$ cat config.mk
export PLATFORM = sky130hd
export DESIGN_NAME = svrw_top
export DESIGN_NICKNAME = d
export VERILOG_FILES = /design/src/verilog/svrw_pkg.sv /design/src/verilog/svrw_top.sv /design/src/verilog/svrw_tick.sv
export SDC_FILE = /design/constraint.sdc
export NUM_CORES = 1
export LEC_CHECK = 0
export ABC_AREA = 1
export BUFFER_PORTS_ARGS = -buffer_cell sky130_fd_sc_hd__buf_2
export CAP_MARGIN = 20
export CELL_PAD_IN_SITES_DETAIL_PLACEMENT = 1
export CELL_PAD_IN_SITES_GLOBAL_PLACEMENT = 2
export CORE_AREA = 2 2 136 138
export DETAILED_ROUTE_END_ITERATION = 12
export DIE_AREA = 0 0 138 140
export PLACE_DENSITY_LB_ADDON = 0.12
export SLEW_MARGIN = 10
export SYNTH_ARGS = -nofsm -noshare
export SYNTH_HDL_FRONTEND = slang
export SYNTH_HIERARCHICAL = 1
export SYNTH_SLANG_ARGS = --single-unit
$ cat constraint.sdc
create_clock -name ref_clk_i -period 2 [get_ports ref_clk_i]
set_input_delay 0.6 -clock ref_clk_i [delete_from_list [all_inputs] [get_ports ref_clk_i]]
set_output_delay 0.6 -clock ref_clk_i [all_outputs]
set_load 0.005 [all_outputs]
$ cat src/verilog/svrw_pkg.sv
// Purpose: shared constants and types of the reset supervisor
// Assumes: 250 MHz reference clock
// Notes: all interval counts are in millisecond ticks
package svrw_pkg;
	// ********************************************************
	// timing
	// ********************************************************
	localparam int unsigned CLK_PERIOD_NS = 4;
	localparam int unsigned MS_NS = 1000000;
	localparam int unsigned MS_CYCLES = MS_NS / CLK_PERIOD_NS;
	localparam int unsigned PB_MIN_MS = 40;
	localparam int unsigned RST_ACTIVE_MS = 250;
	localparam int unsigned WD_SHORT_MS = 150;
	localparam int unsigned WD_MID_MS = 600;
	localparam int unsigned WD_LONG_MS = 1200;
	localparam int unsigned CNT_W = 11;
	// one extra tick covers the partial first tick
	localparam logic [10:0] PB_TICKS = 11'(PB_MIN_MS + 1);
	localparam logic [10:0] HOLD_TICKS = 11'(RST_ACTIVE_MS + 1);
	// ********************************************************
	// supply margin
	// ********************************************************
	localparam int unsigned TRIP_5PCT_MV = 4620;
	localparam int unsigned TRIP_10PCT_MV = 4370;
	localparam logic MARGIN_5PCT = 1'b0;
	localparam logic MARGIN_10PCT = 1'b1;
	// ********************************************************
	// registers
	// ********************************************************
	localparam logic [3:0] REG_CTRL = 4'h0;
	localparam logic [3:0] REG_STATUS = 4'h4;
	localparam logic [3:0] REG_MASK = 4'h8;
	localparam logic [3:0] REG_STATE = 4'hc;
	localparam int unsigned CTRL_KICK = 0;
	localparam int unsigned CTRL_FORCE = 1;
	localparam int unsigned STATE_RST = 0;
	localparam int unsigned STATE_UV = 1;
	localparam int unsigned STATE_TD = 2;
	localparam int unsigned STATE_MARGIN = 4;
	localparam logic [3:0] MASK_RESET = 4'h0;
	// ********************************************************
	// types
	// ********************************************************
	typedef enum logic [1:0] {TD_LOW, TD_FLOAT, TD_HIGH} svrw_td_t;
	typedef enum logic [1:0] {ST_IDLE, ST_UV, ST_PB, ST_HOLD} svrw_state_t;
	typedef struct packed {
		logic rel;
		logic pb;
		logic wd;
		logic uv;
	} svrw_evt_t;
	typedef struct packed {
		logic [3:0] address;
		logic read;
		logic write;
		logic [31:0] writedata;
	} svrw_avs_req_t;

	function automatic logic [10:0] tmo_ticks(input logic [1:0] sel);
		case (sel)
			TD_LOW: tmo_ticks = 11'(WD_SHORT_MS);
			TD_FLOAT: tmo_ticks = 11'(WD_MID_MS);
			default: tmo_ticks = 11'(WD_LONG_MS);
		endcase
	endfunction : tmo_ticks
endpackage : svrw_pkg

$ cat src/verilog/svrw_top.sv
// Purpose: supervisor reset pulse generator with watchdog and push-button
// Assumes: inputs synchronous except button and strobe; Avalon-MM slave
// Notes: power-on reset starts a full reset active time
// Functional notes
// - button low 40 ms starts reset
// - hold reset 250 ms after button release
// - margin select picks undervoltage trip level
// - delay select sets 150/600/1200 ms timeout
// - reset during undervoltage, then 250 ms
// - watchdog expiry gives 250 ms pulses, repeating
// - high reset output complements low one
// - strobe falling edge restarts watchdog
// - watchdog restarts on reset release
// - watchdog disabled during undervoltage
`timescale 1ns/100ps
module svrw_top import svrw_pkg::*; #(
	parameter int unsigned TICK_CYCLES = MS_CYCLES
) (
	input wire logic ref_clk_i,
	input wire logic rst_i,
	input wire logic pushbutton_reset_n_i,
	input wire logic watchdog_kick_n_i,
	input wire logic supply_margin_select_i,
	input wire logic [1:0] timeout_delay_select_i,
	input wire logic undervolt_i,
	input wire logic [3:0] avs_address_i,
	input wire logic avs_read_i,
	input wire logic avs_write_i,
	input wire logic [31:0] avs_writedata_i,
	output logic [31:0] avs_readdata_o,
	output logic avs_waitrequest_o,
	output logic irq_o,
	output logic margin_select_o,
	output logic reset_o,
	output logic reset_n_o
);
	// ********************************************************
	// state
	// ********************************************************
	typedef struct packed {
		svrw_state_t st;
		logic rst_act;
		logic rst_n;
		logic [10:0] cnt;
		logic [10:0] pb_cnt;
		logic [10:0] wd;
		logic pb_m;
		logic pb_s;
		logic kick_m;
		logic kick_s;
		logic kick_d;
		logic uv;
		logic margin;
		logic [1:0] td;
		svrw_evt_t status;
		svrw_evt_t mask;
		logic irq;
		logic wait_n;
		logic [31:0] rdata;
	} svrw_st_t;

	svrw_st_t s;
	svrw_st_t next_s;
	svrw_avs_req_t req;
	logic tick;
	logic kick_fall;
	logic pb_qual;
	logic wd_expire;
	logic sw_kick;
	logic sw_force;
	logic ack;
	svrw_evt_t evt;

	assign req = '{address: avs_address_i, read: avs_read_i, write: avs_write_i,
		writedata: avs_writedata_i};

	svrw_tick #(
		.CYCLES(TICK_CYCLES)
	) u_tick (
		.ref_clk_i(ref_clk_i),
		.rst_i(rst_i),
		.tick_o(tick)
	);

	// ********************************************************
	// next state
	// ********************************************************
	always_comb begin
		next_s = s;
		evt = '0;
		// two-flop synchronisers, edges from second stage on
		next_s.pb_m = pushbutton_reset_n_i;
		next_s.pb_s = s.pb_m;
		next_s.kick_m = watchdog_kick_n_i;
		next_s.kick_s = s.kick_m;
		next_s.kick_d = s.kick_s;
		next_s.uv = undervolt_i;
		next_s.margin = supply_margin_select_i;
		next_s.td = timeout_delay_select_i;
		ack = (req.read || req.write) && s.wait_n;
		sw_kick = ack && req.write && req.address == REG_CTRL && req.writedata[CTRL_KICK];
		sw_force = ack && req.write && req.address == REG_CTRL && req.writedata[CTRL_FORCE];
		kick_fall = s.kick_d && !s.kick_s;
		// debounce: count ticks while held low
		if (s.pb_s) begin
			next_s.pb_cnt = '0;
		end else if (tick && s.pb_cnt != PB_TICKS) begin
			next_s.pb_cnt = s.pb_cnt + 11'h1;
		end
		pb_qual = s.pb_cnt == PB_TICKS;
		wd_expire = tick && s.wd >= tmo_ticks(s.td) - 11'h1;
		// watchdog timer
		if (s.uv || s.st != ST_IDLE || kick_fall || sw_kick) begin
			next_s.wd = '0;
		end else if (tick) begin
			next_s.wd = s.wd + 11'h1;
		end
		// reset pulse generator
		unique case (s.st)
			ST_IDLE: begin
				if (s.uv) begin
					next_s.st = ST_UV;
					evt.uv = 1'b1;
				end else if (pb_qual) begin
					next_s.st = ST_PB;
					evt.pb = 1'b1;
				end else if (wd_expire || sw_force) begin
					next_s.st = ST_HOLD;
					next_s.cnt = '0;
					evt.wd = wd_expire;
				end
			end
			ST_UV: begin
				if (!s.uv) begin
					next_s.st = ST_HOLD;
					next_s.cnt = '0;
				end
			end
			ST_PB: begin
				if (s.uv) begin
					next_s.st = ST_UV;
					evt.uv = 1'b1;
				end else if (s.pb_s) begin
					next_s.st = ST_HOLD;
					next_s.cnt = '0;
				end
			end
			ST_HOLD: begin
				if (s.uv) begin
					next_s.st = ST_UV;
					evt.uv = 1'b1;
				end else if (pb_qual) begin
					next_s.st = ST_PB;
					evt.pb = 1'b1;
				end else if (tick) begin
					if (s.cnt == HOLD_TICKS - 11'h1) begin
						next_s.st = ST_IDLE;
						evt.rel = 1'b1;
					end else begin
						next_s.cnt = s.cnt + 11'h1;
					end
				end
			end
		endcase
		next_s.rst_act = next_s.st != ST_IDLE;
		next_s.rst_n = next_s.st == ST_IDLE;
		// bus slave: one wait cycle, then acknowledge
		next_s.wait_n = (req.read || req.write) && !s.wait_n;
		next_s.rdata = '0;
		if (req.read && !s.wait_n) begin
			unique case (req.address)
				REG_STATUS: next_s.rdata = 32'(s.status);
				REG_MASK: next_s.rdata = 32'(s.mask);
				REG_STATE: begin
					next_s.rdata[STATE_RST] = s.rst_act;
					next_s.rdata[STATE_UV] = s.uv;
					next_s.rdata[STATE_TD +: 2] = s.td;
					next_s.rdata[STATE_MARGIN] = s.margin;
				end
				default: next_s.rdata = '0;
			endcase
		end
		if (ack && req.write && req.address == REG_MASK) begin
			next_s.mask = svrw_evt_t'(req.writedata[3:0]);
		end
		// read clears status, new event wins
		if (ack && req.read && req.address == REG_STATUS) begin
			next_s.status = evt;
		end else begin
			next_s.status = s.status | evt;
		end
		next_s.irq = |(next_s.status & next_s.mask);
	end

	always_ff @(posedge ref_clk_i or posedge rst_i) begin
		if (rst_i) begin
			s <= '{st: ST_HOLD, rst_act: 1'b1, rst_n: 1'b0, pb_m: 1'b1, pb_s: 1'b1,
				kick_m: 1'b1, kick_s: 1'b1, kick_d: 1'b1, mask: MASK_RESET, default: '0};
		end else begin
			s <= next_s;
		end
	end

	// ********************************************************
	// outputs
	// ********************************************************
	assign reset_o = s.rst_act;
	assign reset_n_o = s.rst_n;
	assign margin_select_o = s.margin;
	assign irq_o = s.irq;
	assign avs_waitrequest_o = !s.wait_n;
	assign avs_readdata_o = s.rdata;
endmodule : svrw_top

$ cat src/verilog/svrw_tick.sv
// Purpose: millisecond tick prescaler
// Assumes: CYCLES reference clocks per tick
// Notes: tick_o is a one-cycle pulse from a flip-flop
`timescale 1ns/100ps
module svrw_tick import svrw_pkg::*; #(
	parameter int unsigned CYCLES = MS_CYCLES
) (
	input wire logic ref_clk_i,
	input wire logic rst_i,
	output logic tick_o
);
	typedef struct packed {
		logic [31:0] cnt;
		logic tick;
	} svrw_tick_st_t;

	svrw_tick_st_t s;
	svrw_tick_st_t next_s;

	always_comb begin
		next_s = s;
		next_s.tick = 1'b0;
		if (s.cnt >= 32'(CYCLES - 1)) begin
			next_s.cnt = '0;
			next_s.tick = 1'b1;
		end else begin
			next_s.cnt = s.cnt + 32'h1;
		end
	end

	always_ff @(posedge ref_clk_i or posedge rst_i) begin
		if (rst_i) begin
			s <= '0;
		end else begin
			s <= next_s;
		end
	end

	assign tick_o = s.tick;
endmodule : svrw_tick

### Yosys cells after proc, flatten, opt, wreduce, memory -nomap -nowiden

Index checks and enable logic that the tools add are counted.

* flip-flop bits (word level): 121
* output and inout port bits: 37
* bits of input ports: 46
* logic and storage cells: 133

* reductions and logical operators: 31
* bitwise logic cells: 2
* order comparisons: 2
* equal/unequal tests: 20
* muxes and demuxes: 46
* add/subtract/negate cells: 5

Operators with widths (count)
* 11-bit 2-to-1 mux: 14
* 11-bit one-hot mux with 4 select lines: 1
* 11-bit by 1-bit adder with 11-bit output, second input constant: 3
* 32-bit by 1-bit adder with 32-bit output, second input constant: 1
* 32-bit by 18-bit >= comparator with 1-bit output, second input constant: 1
* 32-bit 2-to-1 mux: 1
* 2-bit 2-to-1 mux: 12
* 11-bit one-hot mux with 2 select lines: 1
* 2-bit != test, second input constant: 9
* 5-bit one-hot mux with 3 select lines: 1
* 1-bit logical AND: 13
* 11-bit by 6-bit equality test with 1-bit output, second input constant: 1
* 11-bit by 8-bit equality test with 1-bit output, second input constant: 1
* 11-bit >= comparator: 1
* 1-bit 2-to-1 mux: 11
* 11-bit by 6-bit != test with 1-bit output, second input constant: 1
* 11-bit by 1-bit subtractor with 11-bit output, second input constant: 1
* 10-bit AND reduction: 1
* 4-bit equality test, second input constant: 2
* 4-bit 2-to-1 mux: 2
* 2-bit one-hot mux with 4 select lines: 1
* 2-bit nonzero test: 4
* 2-bit zero test: 3
* 1-bit logical OR: 5
* other kinds (12): 15

### Depth between registers and ports, before layout

Gate-level depths: netlist of run 1.

* depth in word-level cells: 14
* depth in mapped cells: 18

### Modules after synthesis

The synthesis of run 1 kept the hierarchy.

By module, submodules not included
* svrw_top: instances 1, cells each 488, area each 3819.9 µm², sequential area each 1536.5 µm²
* svrw_tick: instances 1, cells each 167, area each 1477.7 µm², sequential area each 825.8 µm²

### Worst setup path after synthesis of run 1

Ideal clock, no wire load.

* kind: reg-to-reg
* start: register s[43] in the netlist's numbering
* end: register s[82] in the netlist's numbering
* data required time: 1883 ps
* arrival: 1881 ps
* period minus slack after synthesis: 1997 ps
* stages on the path, launching flop included: 14
* library setup time: 117 ps
* slack: 3 ps
* cell sequence: dfrtp_1 nor2_1 inv_1 ha_1 inv_1 ha_1 a21o_1 nor2_1 nand3_1 nand2_1 nand3_2 buf_4 nand3_1 nand2_1

* word-level cells in the longest chain between the ends: 8

Ends and longest elaborated chain
* from (decl): line svrw_top.sv:62 `svrw_st_t s;`
* from (signal assigned): line svrw_top.sv:197 `s <= '{st: ST_HOLD, rst_act: 1'b1, rst_n: 1'b0, pb_m: 1'b1, pb_s: 1'b1,`
* from (signal assigned): line svrw_top.sv:200 `s <= next_s;`
* 2-bit by 1-bit equality test with 1-bit output / 2-bit zero test (equally long branches): line svrw_pkg.sv:60 `case (sel)`
* 11-bit one-hot mux with 2 select lines *: line svrw_pkg.sv:60
* 11-bit by 1-bit subtractor with 11-bit output *: line svrw_top.sv:111 `wd_expire = tick && s.wd >= tmo_ticks(s.td) - 11'h1;`
* 11-bit >= comparator *: line svrw_top.sv:111
* 1-bit logical AND *: line svrw_top.sv:111
* 1-bit logical OR *: line svrw_top.sv:127 `end else if (wd_expire || sw_force) begin`
* 2-bit != test (no line) *
* 10-bit AND reduction (no line) *

Mark *: on every way between the ends. The rest lies on a longest branch, timed or not.
A chain may end at the register's enable or synchronous reset.

### Worst setup path after layout of run 1

* start: register s[43] in the netlist's numbering
* end: register s[78] in the netlist's numbering

Same word-level chain as after synthesis.

==> flow_metrics.env, run 1 <==
export IMPL_fin_setup_tns_ns=-1.03
export IMPL_worst_setup_path_startpoint="s[43]"
export IMPL_cts_root_to_sink_buffers=2
export IMPL_p_int_w=0.00341
export IMPL_floorplan_initialDensity_pct=29.8
export IMPL_num_fill_cells=2154
export IMPL_wl_per_cell_microns=13.2
export IMPL_antenna_cells=0
export IMPL_route_final_wire_length_mm=12.6
export IMPL_pre_repair_dr_iteration_count=4
export IMPL_place_congestion=0.776
export IMPL_pwrdens_nw_per_um2=773
export IMPL_critical_path_cell_count=13
export IMPL_power_switching_fraction_pct=30.4
export IMPL_critical_path_cell_chain="nor2_4 -> inv_2 -> ha_4 -> inv_4 -> ha_4 -> a21o_1 -> nor2_2 -> nand3_4 -> nand2_4 -> nand3_4 -> buf_6 -> nand3_2 -> nand2_1"
export IMPL_seq_area_frac_synth_pct=44.6
export IMPL_worst_r2r_cell_count=13
export IMPL_clock_power_share_pct=36.0
export IMPL_timing_final_hold_violations=0
export IMPL_fin_ws_ns=-0.0927
export IMPL_dieWidth_microns=138
export IMPL_syn_instance_count=655
export IMPL_ys_ff_latch=94
export IMPL_min_delay_path_class="input pin to asynchronous set/reset pin"
export IMPL_grt_max_degree=62
export IMPL_minimum_setup_slack_among_reg_to_reg_paths_ns=-0.09
export IMPL_post_dp_hpwl_mm=9.53
export IMPL_ys_async_sr_fraction_pct=100
export IMPL_worstPathMaxFanout=5
export IMPL_yosys_cell_count_top_type="nand2_1"
export IMPL_critPathTopFamily="simple AND/OR/NAND/NOR gates"
export IMPL_clock_sinks=94
export IMPL_detail_route_drc_violations=0
export IMPL_synth_warning_count=6
export IMPL_antenna_violations_before_repair=0
export IMPL_yosys_cell_types_count=48
export IMPL_busiest_layer="met2"
export IMPL_r2r_startpoint="s[43]"
export IMPL_critical_path_max_stage_delay_ns=0.45
export IMPL_rr_endpoint="s[78]"
export IMPL_power_combinational_fraction_pct=20.8
export IMPL_cp_arrival_ns=2.34
export IMPL_gr_usage_met3_pct=2.32
export IMPL_syn_area_sq_um=5300
export IMPL_clk_insertion_delay_late_ns=0.36
export IMPL_boundaryPins=83
export IMPL_post_route_min_period_ns=2.09
export IMPL_timing_critical_path_from_type="flop"
export IMPL_cts_htree_levels=3
export IMPL_failed_checks="negative setup slack"
export IMPL_drtIter0Drc=138
export IMPL_seq_power_share_pct=43.3
export IMPL_cp_slowest_cell="dfrtp_2"
export IMPL_ir_worst_vdd_mv=0.502
export IMPL_net_switching_power_figure_w=0.00149
export IMPL_core_area_sq_um=17800
export IMPL_die_height_microns=140
export IMPL_crit_required_ns=2.25
export IMPL_tritoncts="done"
export IMPL_post_route_cell_area_sq_um=6340
export IMPL_yosys_area_top_type_share_pct=40.6
export IMPL_gr_overflow_total=0
export IMPL_synth_main_ff_cell="dfrtp_1"
export IMPL_status="finished, violations left"
export IMPL_count_of_flip_flops_with_a_built_in_enable_after_synthesis=0
export IMPL_synth_largest_area_cell="dfrtp_1"
export IMPL_vias=4181
export IMPL_dpl_cell_area_sq_um=5750
export IMPL_crit_type="flop to flop"
export IMPL_groute_layer_met2_usage_pct=24.2
export IMPL_first_global_vias=4385
export IMPL_synthToLayoutAreaGrowth_pct=19.7
export IMPL_worst_setup_hold_path_clk_slew_ns=0.07
export IMPL_sequential_cell_area_sq_um=2360
export IMPL_setup_viol_count_final=14
export IMPL_final_setup_skew_ns=0.0127
export IMPL_io_buffers=27
export IMPL_max_freq_mhz=478
export IMPL_max_cap_violations=0
export IMPL_rsz_0062_raised_after_global_routing="true"
export IMPL_routed_via_density=4.39
export IMPL_power_static_leakage_nw=2.88
export IMPL_die_area_sq_um=19300
export IMPL_cp_end_kind="flop"
export IMPL_root_buffer="clkbuf_16"
export IMPL_grt_util_all_layers_pct=13.8
export IMPL_critical_path_buffer_and_inverter_count=3
export IMPL_global_route_wire_length_before_repair_mm=21.7
export IMPL_final_layout_size_suffix_gt1_share_pct=23.5
export IMPL_synth_commonest_cells="nand2_1, nor2_1, dfrtp_1"
export IMPL_row_count=49
export IMPL_synth_area_leaders="dfrtp_1, nand2_1, nor2_1"
export IMPL_multi_input_area_sq_um=2730
export IMPL_final_period_utilization_pct=105
export IMPL_synth_area_per_cell_sq_um=8.09
export IMPL_cts_buffers_inserted=9
export IMPL_postRouteAntennaNets=0
export IMPL_final_max_slew_violation_count=0
export IMPL_nNetsFinal=784
export IMPL_met1_demand_to_capacity_share_in_global_routing_pct=17.2
## power groups by stage
| stage | clock network, W | logic (W) | registers [W] |
|---|---|---|---|
| after floorplan | 0 | 0.000583 | 0.00215 |
| after global placement | 0 | 0.000870 | 0.00215 |
| after detailed placement | 0 | 0.000889 | 0.00216 |
| after CTS | 0.00184 | 0.000986 | 0.00212 |
| after global routing | 0.00193 | 0.00116 | 0.00214 |
| final | 0.00176 | 0.00102 | 0.00212 |
## placed cells by master (no fill, tap or decap), types with 17 or more instances in the layout
master   netlist  final
conb_1         2     41
a21oi_1       17     17
nand2_1      157    145
dfrtp_1       86     85
xor2_1        17     17
inv_1         72     65
nor2_1        93     89
buf_4         34     23
nand3_1       42     28
buf_2          1     27
## cell families after synthesis
| kind of cell | share of synthesized area [%] |
|---|---|
| simple gates | 30.9 |
| buf+inv | 11.5 |
| flops | 44.6 |
| compound gates | 4.75 |
| xor+xnor | 3.64 |
| fa+ha+maj | 4.49 |
| other cells | 0.142 |
## final cells by class
| class | count | area share (%) |
|---|---|---|
| Inverter | 81 | 4.93 |
| Clock buffer | 10 | 3.61 |
| Clock inverter | 6 | 1.09 |
| Sequential cell | 94 | 37.3 |
| Timing Repair Buffer | 53 | 5.52 |
| Multi-Input combinational cell | 480 | 43.1 |
| Tap cell | 229 | 4.52 |
## metrics by stage
stage          hold WS [ns]  cells  power, W  setup slack [ns]  util (%)
2_1_floorplan         0.345    694   0.00274           0.00275         -
3_3_place_gp          0.347    933   0.00302            -0.337      32.3
3_5_place_dp          0.350    933   0.00305            -0.388      32.3
4_1_cts               0.291    951   0.00495            -0.140      35.0
5_1_grt               0.313    953   0.00522            -0.232      35.7
6_report              0.293    953   0.00490           -0.0927      35.7
## metal layers
metal	up-vias	share of wire [%]
li1	2119	-
met1	2000	47
met2	49	49
met3	13	2.6
met4	0	1.6
met5	-	0
## flip-flops by register name, summed over array words and instances (netlist names)
register	cells
irq_o	1
u_tick/tick_o	1
reset_n_o	1
avs_readdata_o	5
s	49
margin_select_o	1
reset_o	1
u_tick/s	32
next_s	3
## timing repair
| action | CTS | global route |
|---|---|---|
| setup buffers | 2 | 2 |
| hold buffers | 0 | 0 |
| setup endpoints to repair | 17 | 20 |
| pin swaps | 24 | 15 |
| gates resized for setup | 36 | 25 |
## worst max path at each step
stage	to	slack, ns
2_1_floorplan	s[82]	0.003
3_3_place_gp	s[74]	-0.34
3_5_place_dp	s[83]	-0.39
4_1_cts	s[78]	-0.14
5_1_grt	s[80]	-0.23
6_report	s[78]	-0.09
## worst reg2reg max path, delay by kind of cell, from the launching register on
family | cells | cell delay [ns]
simple gates | 7 | 0.68
flops | 1 | 0.45
fa+ha+maj | 2 | 0.37
buf+inv | 3 | 0.30
compound gates | 1 | 0.16
No activity file was read; power rests on OpenSTA's default activity.
==> inputs of run 2 (changes only) <==
--- a/config.mk
+++ b/config.mk
@@ -13,7 +13,7 @@
 export CORE_AREA = 2 2 136 138
 export DETAILED_ROUTE_END_ITERATION = 12
 export DIE_AREA = 0 0 138 140
-export PLACE_DENSITY_LB_ADDON = 0.12
+export PLACE_DENSITY_LB_ADDON = 0.1
 export SLEW_MARGIN = 10
 export SYNTH_ARGS = -nofsm -noshare
 export SYNTH_HDL_FRONTEND = slang
==> run 2 against run 1 <==
Net effect:
- the run still ends with negative setup slack left
- final area is 0.77% lower
- hold slack lost 0.026 ns
- utilization down 0.27 points
- highest routed layer unchanged
- clock-buffer cell count grew 1
- sequential power is essentially flat
- clock skew fell by 0.0072 ns
- wire length grew 3.0%
- final cell count unchanged
- fmax down 1.1%
==> flow_metrics.env, run 2 (synthesized netlist as in run 1, its figures left out) <==
export IMPL_place_congestion=0.755
export IMPL_cts_buffers_inserted=9
export IMPL_synthToLayoutAreaGrowth_pct=18.8
export IMPL_postRouteAntennaNets=0
export IMPL_routed_via_density=4.40
export IMPL_first_global_vias=4505
export IMPL_worst_setup_path_startpoint="s[43]"
export IMPL_gr_overflow_total=0
export IMPL_status="finished, violations left"
export IMPL_worstPathMaxFanout=5
export IMPL_row_count=49
export IMPL_layout_commonest_cell="nand2_1"
export IMPL_failed_checks="negative setup slack"
export IMPL_timing_critical_path_from_type="flop"
export IMPL_dpl_cell_area_sq_um=5750
export IMPL_hold_worst_slack_ns=0.267
export IMPL_floorplan_initialDensity_pct=29.8
export IMPL_clk_insertion_delay_late_ns=0.35
export IMPL_min_delay_path_class="input pin to asynchronous set/reset pin"
export IMPL_max_freq_mhz=472
export IMPL_final_layout_size_suffix_gt1_share_pct=21.8
export IMPL_boundaryPins=83
export IMPL_final_max_slew_violation_count=0
export IMPL_cts_root_to_sink_buffers=2
export IMPL_rsz_0062_raised_after_global_routing="true"
export IMPL_grt_max_degree=62
export IMPL_crit_type="flop to flop"
export IMPL_grt_util_all_layers_pct=14.3
export IMPL_detail_route_drc_violations=0
export IMPL_num_fill_cells=2167
export IMPL_core_area_sq_um=17800
export IMPL_p_total_w=0.00499
export IMPL_cp_end_kind="flop"
export IMPL_post_route_cell_area_sq_um=6290
export IMPL_nNetsFinal=784
export IMPL_pwrdens_nw_per_um2=793
export IMPL_post_layout_utilization_of_the_core_pct=35.4
export IMPL_post_route_min_period_ns=2.12
export IMPL_r2r_startpoint="s[43]"
export IMPL_die_area_sq_um=19300
export IMPL_fin_setup_tns_ns=-1.29
export IMPL_setup_viol_count_final=14
export IMPL_crit_required_ns=2.24
export IMPL_clock_sinks=94
export IMPL_route_final_wire_length_mm=12.9
export IMPL_vias=4197
export IMPL_minimum_setup_slack_among_reg_to_reg_paths_ns=-0.12
export IMPL_global_route_wire_length_before_repair_mm=22.4
export IMPL_cts_htree_levels=3
export IMPL_largest_register="s"
export IMPL_cp_arrival_ns=2.36
export IMPL_io_buffers=27
export IMPL_final_period_utilization_pct=106
export IMPL_max_cap_violations=0
export IMPL_wl_per_cell_microns=13.6
export IMPL_antenna_cells=0
export IMPL_antenna_violations_before_repair=0
export IMPL_drtIter0Drc=156
export IMPL_largest_reg_flops=49
export IMPL_die_height_microns=140
export IMPL_post_cts_hold_buffer_count=0
export IMPL_ir_worst_vdd_mv=0.508
export IMPL_worst_setup_hold_path_clk_slew_ns=0.07
export IMPL_highest_count_cells_in_the_layout_ignoring_fill_and_taps="nand2_1, nor2_1, dfrtp_1, inv_1, conb_1"
export IMPL_final_setup_skew_ns=0.00543
export IMPL_timing_final_hold_violations=0
export IMPL_root_buffer="clkbuf_16"
export IMPL_post_dp_hpwl_mm=9.71
export IMPL_power_static_leakage_nw=2.88
export IMPL_dieWidth_microns=138
export IMPL_pre_repair_dr_iteration_count=4
export IMPL_tritoncts="done"
export IMPL_fin_ws_ns=-0.116
==> run 2: cell count changes in the layout (fill, tap and decap cells not counted), sizes merged <==
cell	before	now
bufinv	1	2
inv	82	80
clkinvlp	2	3
clkinv	2	1
clkbuf	10	11
==> run 2: routing by layer <==
layer  routed length, microns  vias up  GRT usage [%]
met5                        0        -              0
met4                      180        0           4.35
met3                      347       11           2.80
met2                     6500       46           25.3
met1                     5920     2037           17.6
li1                         -     2103              -
==> run 2: timing repair <==
action	4_1_cts	5_1_grt
pin swaps	7	7
setup buffers	3	1
gates resized for setup	31	12
setup endpoints to repair	17	24
==> run 2: final timing paths <==
kind | endpoint | cells past startpoint
setup / recovery | s[78] | 13
setup reg to reg | s[78] | 13
hold / removal | u_tick/s[20] | 2
hold reg to reg | s[49] | 0
max in group asynchronous | u_tick/s[17] | 3
min in group ref_clk_i | next_s[49] | 1
==> run 2: report_power, final <==
part / total [W] / internal (W) / switching, W / leakage [nW]
Clock: 0.00190 / 0.00113 / 0.000771 / 0.152
Sequential: 0.00215 / 0.00205 / 0.0000995 / 1.21
Combinational: 0.000937 / 0.000346 / 0.000590 / 1.52
Total: 0.00499 / 0.00353 / 0.00146 / 2.88
==> run 2: final cells by class <==
| class | count | area, sq um | area share [%] |
|---|---|---|---|
| clock buffer | 11 | 243 | 3.86 |
| clock inverter | 5 | 83.8 | 1.33 |
| sequential | 94 | 2360 | 37.5 |
| multi-input combinational | 480 | 2650 | 42.2 |
| timing repair buffer | 53 | 350 | 5.57 |
| inverter | 81 | 313 | 4.97 |
| tap | 229 | 287 | 4.55 |
==> run 2: worst max-delay path, cell delays in order, from the launching register on <==
cell and delay (ns):
dfrtp_1 0.42, nor2_2 0.17, inv_2 0.06, ha_4 0.17, inv_4 0.07, ha_4 0.20, a21o_1 0.18, nor2_2 0.13
nand3_2 0.13, nand2_4 0.10, nand3_4 0.10, buf_6 0.16, nand3_1 0.07, nand2_1 0.05
==> run 2: through the flow <==
stage               instances  setup slack, ns
floorplan                 694          0.00275
global placement          933           -0.321
detailed placement        933           -0.374
CTS                       952           -0.128
global route              953           -0.231
finish                    953           -0.116
